File: src/verilog/oct_switch_pkg.sv
// constants and carrier types for the octal switch channel control
package oct_switch_pkg;
  localparam int NUM_CH      = 8;
  localparam int FRAME_BITS  = 16;
  localparam int CMD_HI      = 15;
  localparam int CMD_LO      = 14;
  localparam int ADDR_HI     = 10;
  localparam int ADDR_LO     = 8;
  localparam int DATA_HI     = 7;
  localparam int BIT_MOD_W   = 3;
  localparam int FILT_CYC    = 100;
  localparam int OVLD_CYC    = 200;
  localparam int CNT_W       = 16;
  localparam logic [1:0] CMD_DIAG  = 2'h0;
  localparam logic [1:0] CMD_READ  = 2'h1;
  localparam logic [1:0] CMD_RESET = 2'h2;
  localparam logic [1:0] CMD_WRITE = 2'h3;
  localparam logic [2:0] ADR_MAP = 3'h1;
  localparam logic [2:0] ADR_BOL = 3'h2;
  localparam logic [2:0] ADR_OVL = 3'h3;
  localparam logic [2:0] ADR_OVT = 3'h4;
  localparam logic [2:0] ADR_SLE = 3'h5;
  localparam logic [2:0] ADR_STA = 3'h6;
  localparam logic [2:0] ADR_CTL = 3'h7;
  localparam logic [7:0] MAP_RST = 8'h08;
  localparam logic [7:0] CFG_RST = 8'h00;
  localparam logic [1:0] DG_NORMAL = 2'h3;
  localparam logic [1:0] DG_OVER   = 2'h2;
  localparam logic [1:0] DG_OPEN   = 2'h1;
  localparam logic [1:0] DG_SHORT  = 2'h0;
  localparam logic [15:0] READ_HDR = 16'h4000;

  typedef struct packed {
    logic [7:0] input_map;
    logic [7:0] combine_logic_select;
    logic [7:0] overload_policy_select;
    logic [7:0] overtemp_policy_select;
    logic [7:0] slew_speed_select;
    logic [7:0] serial_on_off_bits;
  } cfg_t;

  typedef struct packed {
    logic [7:0] overtemp;
    logic [7:0] current_limit;
    logic [7:0] open_load;
    logic [7:0] short_gnd;
  } sense_t;
endpackage

File: src/verilog/octal_switch_channel_control.sv
// octal low-side switch control, protection and serial link logic
//
// Behaviour
// per-channel AND/OR combine select, eight channels
// OR: either input; AND: both inputs
// serial command bit one means on
// polarity pin high: active high inputs
// direct inputs a-c feed channels one-three
// mappable input drives mapped channels, default four
// per-channel fast/slow slew select bit
// overtemperature turns channel off, records fault
// auto-restart when cooled and request on
// latching mode cleared by request rising edge
// overtemperature ignored while channel off
// reset low: sleep, outputs off, clear state
// after reset only parallel-driven channels on
// reset low clears shift register, outputs off
// limit-only: fault after filter time, stays on
// limit-shutdown: latch off after delay, edge clears
// fault output low on any channel error
// serial exchange only while select low
// select high: ignore clock/input, output hi-z
// four-wire link, sixteen-bit shift register
// decode diag, read, reset, write commands
// sample falling, shift out rising, msb first
// non-multiple-of-eight frame rejected, faults kept
// two diagnosis bits per channel encoding
// filter and switch-off delays are parameters
`timescale 1ns/10ps
module octal_switch_channel_control #(
  parameter int FILT_CYCLES = oct_switch_pkg::FILT_CYC,
  parameter int OVLD_CYCLES = oct_switch_pkg::OVLD_CYC
) (
  input  wire logic                   i_sys_clk,
  input  wire logic                   i_rst,
  input  wire logic                   i_reset_n,
  input  wire logic                   i_input_polarity_select,
  input  wire logic                   i_direct_parallel_input_a,
  input  wire logic                   i_direct_parallel_input_b,
  input  wire logic                   i_direct_parallel_input_c,
  input  wire logic                   i_mappable_parallel_input,
  input  wire logic                   i_spi_cs_n,
  input  wire logic                   i_spi_sclk,
  input  wire logic                   i_spi_si,
  input  wire oct_switch_pkg::sense_t i_sense,
  output logic [7:0]                  o_channel_drain_output,
  output logic [7:0]                  o_slew_speed_select,
  output logic                        o_spi_so,
  output logic                        o_spi_so_oe_n,
  output logic                        o_fault_o,
  output logic                        o_fault_oe_n
);
  import oct_switch_pkg::*;

  typedef struct packed {
    logic [1:0]  cs_s;
    logic [1:0]  sck_s;
    logic [1:0]  si_s;
    logic [1:0]  rn_s;
    logic [1:0]  pol_s;
    logic [3:0]  pin_s0;
    logic [3:0]  pin_s1;
    logic [31:0] sense_s0;
    logic [31:0] sense_s1;
    logic        cs_q;
    logic        sck_q;
    logic [15:0] shreg;
    logic [15:0] tx;
    logic [BIT_MOD_W-1:0] bit_mod;
    logic        any_clk;
    logic        rd_pend;
    logic [2:0]  rd_addr;
    cfg_t        cfg;
    logic [7:0]  req_q;
    logic [7:0]  on_q;
    logic [7:0]  ot_latch;
    logic [7:0]  ol_latch;
    logic [7:0]  ot_hold;
    logic [15:0] diag;
    logic [7:0]  err;
    logic [NUM_CH*CNT_W-1:0] lim_cnt;
    logic        so;
    logic        so_oe_n;
    logic        fault_oe_n;
  } state_t;

  state_t s_q;
  state_t s_d;

  function automatic logic [1:0] diag_code(input logic ot, input logic cl,
                                           input logic ol, input logic sg);
    if (ot || cl) diag_code = DG_OVER;
    else if (ol) diag_code = DG_OPEN;
    else if (sg) diag_code = DG_SHORT;
    else diag_code = DG_NORMAL;
  endfunction

  function automatic logic [7:0] reg_read(input cfg_t c, input logic [2:0] a,
                                          input logic [7:0] sta);
    unique case (a)
      ADR_MAP: reg_read = c.input_map;
      ADR_BOL: reg_read = c.combine_logic_select;
      ADR_OVL: reg_read = c.overload_policy_select;
      ADR_OVT: reg_read = c.overtemp_policy_select;
      ADR_SLE: reg_read = c.slew_speed_select;
      ADR_STA: reg_read = sta;
      ADR_CTL: reg_read = c.serial_on_off_bits;
      default: reg_read = 8'h00;
    endcase
  endfunction

  function automatic logic lim_hit(input logic [15:0] c, input int lim);
    lim_hit = (c >= CNT_W'(lim));
  endfunction

  function automatic cfg_t cfg_default();
    cfg_default = '{MAP_RST, CFG_RST, CFG_RST, CFG_RST, CFG_RST, CFG_RST};
  endfunction

  always_comb begin
    logic        sleep;
    logic        fall;
    logic        rise;
    logic        cs_fall;
    logic        cs_rise;
    logic [3:0]  pin;
    logic [7:0]  par;
    logic [7:0]  req;
    logic [7:0]  req_rise;
    logic [7:0]  ot;
    logic [7:0]  cl;
    logic [15:0] cnt;
    logic        valid;
    logic [1:0]  cmd;
    logic [2:0]  adr;
    cnt   = 16'h0000;
    valid = 1'b0;
    cmd   = 2'h0;
    adr   = 3'h0;

    s_d = s_q;
    s_d.cs_s  = {s_q.cs_s[0], i_spi_cs_n};
    s_d.sck_s = {s_q.sck_s[0], i_spi_sclk};
    s_d.si_s  = {s_q.si_s[0], i_spi_si};
    s_d.rn_s  = {s_q.rn_s[0], i_reset_n};
    s_d.pol_s = {s_q.pol_s[0], i_input_polarity_select};
    s_d.pin_s0 = {i_mappable_parallel_input, i_direct_parallel_input_c,
                  i_direct_parallel_input_b, i_direct_parallel_input_a};
    s_d.pin_s1 = s_q.pin_s0;
    s_d.sense_s0 = i_sense;
    s_d.sense_s1 = s_q.sense_s0;
    s_d.cs_q  = s_q.cs_s[1];
    s_d.sck_q = s_q.sck_s[1];

    sleep   = !s_q.rn_s[1];
    cs_fall = s_q.cs_q && !s_q.cs_s[1];
    cs_rise = !s_q.cs_q && s_q.cs_s[1];
    fall    = !s_q.cs_s[1] && s_q.sck_q && !s_q.sck_s[1];
    rise    = !s_q.cs_s[1] && !s_q.sck_q && s_q.sck_s[1];

    pin = s_q.pol_s[1] ? s_q.pin_s1 : ~s_q.pin_s1;
    par = {8{pin[3]}} & s_q.cfg.input_map;
    par[2:0] = par[2:0] | pin[2:0];
    for (int i = 0; i < NUM_CH; i++) begin
      req[i] = s_q.cfg.combine_logic_select[i] ?
               (par[i] & s_q.cfg.serial_on_off_bits[i]) :
               (par[i] | s_q.cfg.serial_on_off_bits[i]);
    end
    req_rise = req & ~s_q.req_q;
    s_d.req_q = req;

    ot = s_q.sense_s1[31:24] & s_q.on_q;
    cl = s_q.sense_s1[23:16] & s_q.on_q;
    for (int i = 0; i < NUM_CH; i++) begin
      cnt = s_q.lim_cnt[i*CNT_W +: CNT_W];
      if (!cl[i]) cnt = 16'h0000;
      else if (cnt != 16'hFFFF) cnt = cnt + 16'h0001;
      s_d.lim_cnt[i*CNT_W +: CNT_W] = cnt;
      if (req_rise[i]) begin
        s_d.ot_latch[i] = 1'b0;
        s_d.ol_latch[i] = 1'b0;
      end
      if (!s_q.sense_s1[24+i]) s_d.ot_hold[i] = 1'b0;
      if (ot[i]) s_d.ot_hold[i] = 1'b1;
      if (ot[i] && s_q.cfg.overtemp_policy_select[i]) s_d.ot_latch[i] = 1'b1;
      if (ot[i]) begin
        s_d.diag[2*i +: 2] = DG_OVER;
        s_d.err[i] = 1'b1;
      end
      if (lim_hit(cnt, FILT_CYCLES) && !s_q.cfg.overload_policy_select[i]) begin
        s_d.diag[2*i +: 2] = DG_OVER;
        s_d.err[i] = 1'b1;
      end
      if (lim_hit(cnt, OVLD_CYCLES) && s_q.cfg.overload_policy_select[i]) begin
        s_d.ol_latch[i] = 1'b1;
        s_d.diag[2*i +: 2] = DG_OVER;
        s_d.err[i] = 1'b1;
      end
      if (!s_q.on_q[i] && (s_q.sense_s1[8+i] || s_q.sense_s1[i])) begin
        s_d.diag[2*i +: 2] = diag_code(1'b0, 1'b0, s_q.sense_s1[8+i],
                                       s_q.sense_s1[i]);
        s_d.err[i] = 1'b1;
      end
    end

    // requested channel on unless latched off or still hot after a trip
    s_d.on_q = req & ~s_d.ot_latch & ~s_d.ol_latch &
               ~s_d.ot_hold;

    // spi shift engine
    if (cs_fall) begin
      s_d.bit_mod = '0;
      s_d.any_clk = 1'b0;
      s_d.tx = s_q.rd_pend ? (READ_HDR | {5'h00, s_q.rd_addr,
               reg_read(s_q.cfg, s_q.rd_addr, s_q.on_q)}) : s_q.diag;
      s_d.rd_pend = 1'b0;
      s_d.so = s_d.tx[FRAME_BITS-1];
      s_d.so_oe_n = 1'b0;
    end
    if (rise && s_q.any_clk) begin
      s_d.tx = {s_q.tx[FRAME_BITS-2:0], 1'b0};
      s_d.so = s_q.tx[FRAME_BITS-2];
    end
    if (fall) begin
      s_d.shreg = {s_q.shreg[FRAME_BITS-2:0], s_q.si_s[1]};
      s_d.bit_mod = s_q.bit_mod + 3'h1;
      s_d.any_clk = 1'b1;
    end
    if (cs_rise) begin
      s_d.so_oe_n = 1'b1;
      s_d.so = 1'b0;
      cmd = s_q.shreg[CMD_HI:CMD_LO];
      adr = s_q.shreg[ADDR_HI:ADDR_LO];
      valid = s_q.any_clk && (s_q.bit_mod == '0);
      if (valid) begin
        s_d.diag = {8{DG_NORMAL}};
        s_d.lim_cnt = '0;
        s_d.err = 8'h00;
        unique case (cmd)
          CMD_DIAG: ;
          CMD_READ: begin
            s_d.rd_pend = 1'b1;
            s_d.rd_addr = adr;
          end
          CMD_RESET: begin
            s_d.cfg = cfg_default();
            s_d.ot_latch = 8'h00;
            s_d.ol_latch = 8'h00;
          end
          CMD_WRITE: begin
            unique case (adr)
              ADR_MAP: s_d.cfg.input_map = s_q.shreg[DATA_HI:0];
              ADR_BOL: s_d.cfg.combine_logic_select = s_q.shreg[DATA_HI:0];
              ADR_OVL: s_d.cfg.overload_policy_select = s_q.shreg[DATA_HI:0];
              ADR_OVT: s_d.cfg.overtemp_policy_select = s_q.shreg[DATA_HI:0];
              ADR_SLE: s_d.cfg.slew_speed_select = s_q.shreg[DATA_HI:0];
              ADR_CTL: s_d.cfg.serial_on_off_bits = s_q.shreg[DATA_HI:0];
              default: ;
            endcase
          end
        endcase
      end
    end

    s_d.fault_oe_n = ~(|s_d.err);
    if (sleep) begin
      s_d.shreg = 16'h0000;
      s_d.tx = 16'h0000;
      s_d.cfg.serial_on_off_bits = CFG_RST;
      s_d.diag = {8{DG_NORMAL}};
      s_d.err = 8'h00;
      s_d.on_q = 8'h00;
      s_d.ot_latch = 8'h00;
      s_d.ol_latch = 8'h00;
      s_d.lim_cnt = '0;
      s_d.ot_hold = 8'h00;
      s_d.rd_pend = 1'b0;
      s_d.fault_oe_n = 1'b1;
    end
  end

  always_ff @(posedge i_sys_clk) begin
    if (i_rst) begin
      s_q <= '0;
      s_q.cs_s <= 2'h3;
      s_q.cs_q <= 1'b1;
      s_q.cfg <= cfg_default();
      s_q.diag <= {8{DG_NORMAL}};
      s_q.so_oe_n <= 1'b1;
      s_q.fault_oe_n <= 1'b1;
    end else begin
      s_q <= s_d;
    end
  end

  assign o_channel_drain_output = s_q.on_q;
  assign o_slew_speed_select    = s_q.cfg.slew_speed_select;
  assign o_spi_so               = s_q.so;
  assign o_spi_so_oe_n          = s_q.so_oe_n;
  assign o_fault_o              = 1'b0;
  assign o_fault_oe_n           = s_q.fault_oe_n;
endmodule

File: config.mk
export PLATFORM = sky130hd
export DESIGN_NAME = octal_switch_channel_control
export DESIGN_NICKNAME = d
export VERILOG_FILES = /design/src/verilog/oct_switch_pkg.sv /design/src/verilog/octal_switch_channel_control.sv
export SDC_FILE = /design/constraint.sdc
export NUM_CORES = 1
export LEC_CHECK = 0
export BUFFER_PORTS_ARGS = -buffer_cell sky130_fd_sc_hd__buf_4
export CELL_PAD_IN_SITES_DETAIL_PLACEMENT = 2
export CELL_PAD_IN_SITES_GLOBAL_PLACEMENT = 2
export CORE_MARGIN = 3
export CORE_UTILIZATION = 41
export DETAILED_ROUTE_END_ITERATION = 16
export PLACE_DENSITY_LB_ADDON = 0.1
export SLEW_MARGIN = 15
export SYNTH_ARGS = -nofsm -noshare
export SYNTH_HDL_FRONTEND = slang
export SYNTH_SLANG_ARGS = --single-unit
File: constraint.sdc
create_clock -name i_sys_clk -period 8.11 [get_ports i_sys_clk]
set_input_delay 0.811 -clock i_sys_clk [delete_from_list [all_inputs] [get_ports i_sys_clk]]
set_output_delay 0.811 -clock i_sys_clk [all_outputs]
set_load 0.01 [all_outputs]
-- Word-level counts from Yosys, hierarchy flattened
Index checks and enable logic that the tools add are counted.
- input bits: 43
- output and inout bits: 20
- logic and storage cells: 379
- register bits: 366
- order comparisons: 16
- muxes and demuxes: 175
- add/sub/neg operators: 9
- reduce and logical (&&, ||, !) cells: 83
- equal/unequal tests: 30
- bitwise logic cells: 31
- operator list (kind ; number):
    $mux 16 ; 20
    $mux 154 ; 1
    $mux 152 ; 1
    $add 16x1->16 const B ; 8
    $ge 16x7->1 const B ; 8
    $ge 16x8->1 const B ; 8
    $ne 16x16->1 const B ; 8
    $mux 52 ; 2
    $mux 2 ; 49
    $pmux 48 s2 ; 1
    $mux 1 ; 89
    $and 8x8->8 ; 7
    $pmux 8 s7 ; 1
    $mux 8 ; 6
    $logic_and 1x1->1 ; 40
    $not 8->8 ; 4
    $reduce_and 4->1 ; 6
    $eq 3x3->1 const B ; 7
    $logic_not 1->1 ; 20
    $mux 20 ; 1
    $mux 15 ; 1
    $eq 3x2->1 const B ; 4
    $mux 4 ; 3
    $ne 2x1->1 const B ; 5
    17 further kinds ; 44

-- Depth between registers and ports, before layout
- word-level depth: 13
- gate-level depth with buffers: 11
- mapped depth without buffers: 9

-- Worst setup path before layout
OpenSTA, ideal clock, no wires.
- path kind: reg-to-reg
- start: register s_q[67] in the netlist's numbering
- end: register s_q[147] in the netlist's numbering
- period minus slack after synthesis: 2777 ps
- arrival: 2655 ps
- buffers on the path: 1
- stages on the path, launching flop included: 11
- library setup time: 122 ps
- path slack: 5333 ps
- required time: 7988 ps
- cells stage by stage: dfxtp_1 > ha_1 > nand4_1 > or4_4 > buf_6 > a21boi_1 > o21bai_1 > a311o_1 > o211ai_4 > a21oi_1 > a221o_1
- cells in the longest elaborated chain, start to end: 10
- elaborated cells between the ends (all ways): 13
- those cells by class: add/sub (1); order compare (2); eq/ne (1); mux (7); reduce/logical (2)
- RTL lines (item ; RTL line ; source):
    from (decl) ; octal_switch_channel_control.sv:87 ; state_t s_q;
    $add 16x1->16 or $ne 16x16->1 (tied branches) ; octal_switch_channel_control.sv:177 ; else if (cnt != 16'hFFFF) cnt = cnt + 16'h0001;
    $mux 16 * ; octal_switch_channel_control.sv:177 ;
    $mux 16 * ; octal_switch_channel_control.sv:176 ; if (!cl[i]) cnt = 16'h0000;
    $ge 16x7->1 ; octal_switch_channel_control.sv:113 ; lim_hit = (c >= CNT_W'(lim));
    $logic_and 1x1->1 ; octal_switch_channel_control.sv:190 ; if (lim_hit(cnt, FILT_CYCLES) && !s_q.cfg.overload_policy_select[i]) begin
    $mux 2 ; octal_switch_channel_control.sv:190 ;
    $mux 2 * ; octal_switch_channel_control.sv:194 ; if (lim_hit(cnt, OVLD_CYCLES) && s_q.cfg.overload_policy_select[i]) begin
    $mux 2 * ; octal_switch_channel_control.sv:199 ; if (!s_q.on_q[i] && (s_q.sense_s1[8+i] || s_q.sense_s1[i])) begin
    $mux 152 ; octal_switch_channel_control.sv:235 ; if (valid) begin
    $mux 154 * ; octal_switch_channel_control.sv:229 ; if (cs_rise) begin
Mark *: on every way between the ends. The rest lies on a longest branch, timed or not.
A chain may end at the register's enable or synchronous reset.

-- Worst setup path in the final report
- start: register s_q[51] in the netlist's numbering
- end: register s_q, in the netlist o_fault_oe_n
- cells in the longest elaborated chain, start to end: 12
- elaborated cells between the ends (all ways): 15
- those cells by class: add/sub (1); order compare (2); eq/ne (1); mux (7); bitwise (1); reduce/logical (3)
- RTL lines (item ; RTL line ; source):
    $add 16x1->16 or $ne 16x16->1 (tied branches) ; octal_switch_channel_control.sv:177 ;
    $mux 16 * ; octal_switch_channel_control.sv:177 ;
    $mux 16 * ; octal_switch_channel_control.sv:176 ;
    $ge 16x7->1 ; octal_switch_channel_control.sv:113 ;
    $logic_and 1x1->1 ; octal_switch_channel_control.sv:190 ;
    $mux 1 ; octal_switch_channel_control.sv:190 ;
    $mux 1 * ; octal_switch_channel_control.sv:194 ;
    $mux 1 * ; octal_switch_channel_control.sv:199 ;
    $mux 152 ; octal_switch_channel_control.sv:235 ;
    $mux 154 * ; octal_switch_channel_control.sv:229 ;
    $reduce_or 8->1 * ; octal_switch_channel_control.sv:265 ; s_d.fault_oe_n = ~(|s_d.err);
    $not 1->1 * ; octal_switch_channel_control.sv:265 ;
Marked as above.

==> reports/metrics.yaml <==
status: "completed"
die_height_um: 210
cts_setup_buffers: 0
clk_pin_slew_ps: 60
fp-row-count: 74
num_vias: 14500
power.density_nw_per_um2: 203
insertion_delay_ps: 580
timing.rr.start: "s_q[51]"
skew_ps: 20.1
muxShareOfSynthArea: 0.0556
grtUsageTotal: 0.236
rsz0062_at_grt: "no"
tritoncts: "yes"
hpwl_mm: 35.9
hold_viol_final: 0
postCtsHoldBufs: 0
path_class: "reg2reg"
seq_area_um2: 7330
synth_top_family_by_area: "simple AND/OR/NAND/NOR gates"
synth_seq_cells: 366
max_freq_mhz: 286
final_cell_mix: "dfxtp_1, nor2_1, nand2_1"
synth_area_per_cell_um2: 8.49
cp_slowest_cell: "or4_1"
viasPerCell: 5.72
whs_ps: 414
routed_wl_mm: 52.1
cts_sinks: 366
period_needed_ps: 3500
required_ps: 8610
synth_flop_cell: "dfxtp_1"
setup_viol: 0
grt_pass1_wl_mm: 85.3
final_nets: 2028
htreeDepth: 2
finalPower_uw: 3870
synth_area_leader_cell: "dfxtp_1"
cts_root_buffer: "clkbuf_16"
initial_utilization: 0.417
final_common_cell: "dfxtp_1"
crit_fanout: 14
timing.final.crit_share: 0.431
placed_area_um2: 17600
antenna_cells: 0
cp-start-kind: "flop"
crit_chain: "ha_1, nand3_1, or4_1, nand3_1, o311ai_0, a311oi_1, o211ai_1, nor4_2, a41o_1"
post_cts_resized: 0
cpPeakStageDelay_ps: 800
overflow: 0
fillers: 4508
drtIter0Drc: 749
final_max_slew_viol_count: 0
min_path_type: "reg2reg"
stdcell_area_um2: 19000
endpoint_kind: "flop"
holdPathEnd: "s_d[284]"
areaGrowthSynthToFinish_pct: 11.7
yosys_warnings: 0
yosys.area_share.adder: 0.00910
clock_path_buffers: 3
critPathTopFamily: "simple AND/OR/NAND/NOR gates"
antenna_found_initial: 0
first_pass_iters: 5
drcViolationCount: 0
fin_tns_setup_ps: 0
synth_compound_area_frac: 0.142
ff2ff_setup_slack_ps: 4610
dp.cells: 2462
drive_above_1_share: 0.101
rr_endpoint: "o_fault_oe_n"
yosys.area_share.simple: 0.275
netlist.area_leader.share: 0.430
grt_max_degree: 84
worstPathArrival_ps: 4000
synth_cell_types: 96
ys_async_sr_fraction: 0
worst-path-buf-inv: 0
grt_pass1_vias: 15700
synth_area_leaders: "dfxtp_1, nor2_1, mux2i_1"
io_buffers: 61
crit_top_cell: "nand3_1"
die_x_um: 210
max_slew_margin: 0.340
hold_start: "s_d[366]"
cts_buffers: 43
vdd_drop_max_v: 0.000130
power_leakage_uw: 0.00688
synth_nets: 2060
final_cell_count_no_fill: 2533
max-cap-violations: 0
synth_cells: 2007
die-area_um2: 44100
worst_slew_pin_slew_ps: 989
wl_per_cell_um: 20.6
io_pins: 63
core_area_um2: 40900
multi_input_area_um2: 8940
finalWeightedCongestion: 0.786
ant_nets: 0
ys_seq_area_frac: 0.430
synth_area_um2: 17000
reg2reg_depth: 9
synth_xor_area_frac: 0.0406
synth_edf_count: 0
min_path_cells: 1
[how the worst max path moves through the flow]
stage / endpoint / depth (start not counted) / slack [ps] / start
3_3_place_gp: o_fault_oe_n / 9 / 4730 / s_q[51]
6_report: o_fault_oe_n / 9 / 4610 / s_q[51]
2_1_floorplan: s_q[147] / 10 / 5330 / s_q[67]
3_5_place_dp: o_fault_oe_n / 9 / 4690 / s_q[51]
5_1_grt: o_fault_oe_n / 9 / 4350 / s_q[51]
4_1_cts: o_fault_oe_n / 9 / 4620 / s_q[51]
[Yosys cell counts (19+ instances only)]
master / count
buf_2: 19
nor4_1: 21
mux2i_1: 74
dfxtp_1: 366
nor2b_1: 101
nand4_1: 47
inv_1: 36
nand3b_1: 19
nor2_1: 288
nand2_1: 167
o21ai_0: 65
a21oi_1: 97
and3_1: 38
xnor2_1: 48
clkbuf_1: 105
nand3_1: 73
xor2_1: 31
nor3_1: 53
[where the power goes]
group / internal, uW / switching [uW] / total [uW] / leakage [uW]
logic: 40.4 / 52.9 / 93.4 / 0.00323
clock network: 1160 / 777 / 1940 / 0.000688
registers: 1820 / 14.8 / 1840 / 0.00297
total: 3030 / 845 / 3870 / 0.00688
[per-layer routing]
metal | up-vias | global-route usage | share of wire
met5 | - | 0 | 0
met4 | 0 | 0.0651 | 0.020
met3 | 79 | 0.0299 | 0.024
met2 | 154 | 0.428 | 0.51
met1 | 7250 | 0.296 | 0.44
li1 | 7001 | - | -
[final cells by class]
| type | count | area share |
|---|---|---|
| multi-input combinational | 1453 | 0.470 |
| sequential | 366 | 0.385 |
| clock buffer | 59 | 0.0655 |
| tap | 532 | 0.0350 |
| timing repair buffer | 75 | 0.0298 |
| clock inverter | 12 | 0.00815 |
| inverter | 36 | 0.00710 |
[stage by stage]
stage	util	setup slack [ps]
3_3_place_gp	0.431	4730
3_5_place_dp	0.431	4690
5_1_grt	0.465	4350
4_1_cts	0.465	4620
2_1_floorplan	-	5330
6_report	0.465	4610
[sequential cells by signal, summed over array words and instances (netlist names)]
| name | flops |
|---|---|
| o_spi_so_oe_n | 1 |
| o_channel_drain_output | 8 |
| s_q | 304 |
| o_fault_oe_n | 1 |
| s_d | 43 |
| o_slew_speed_select | 8 |
| o_spi_so | 1 |
[kinds of logic (layout without fill, tap and decap cells)]
kind of cell / Yosys count / after routing
other: 1 / 1
AND/OR/NAND/NOR: 920 / 920
AO/OA/AOI/OAI: 352 / 352
buffers and inverters: 188 / 182
adder cells (fa/ha/maj): 13 / 13
flip-flops: 366 / 366
multiplexers: 88 / 88
XOR/XNOR: 79 / 79
Note: power is estimated with default switching activity, not from simulation.
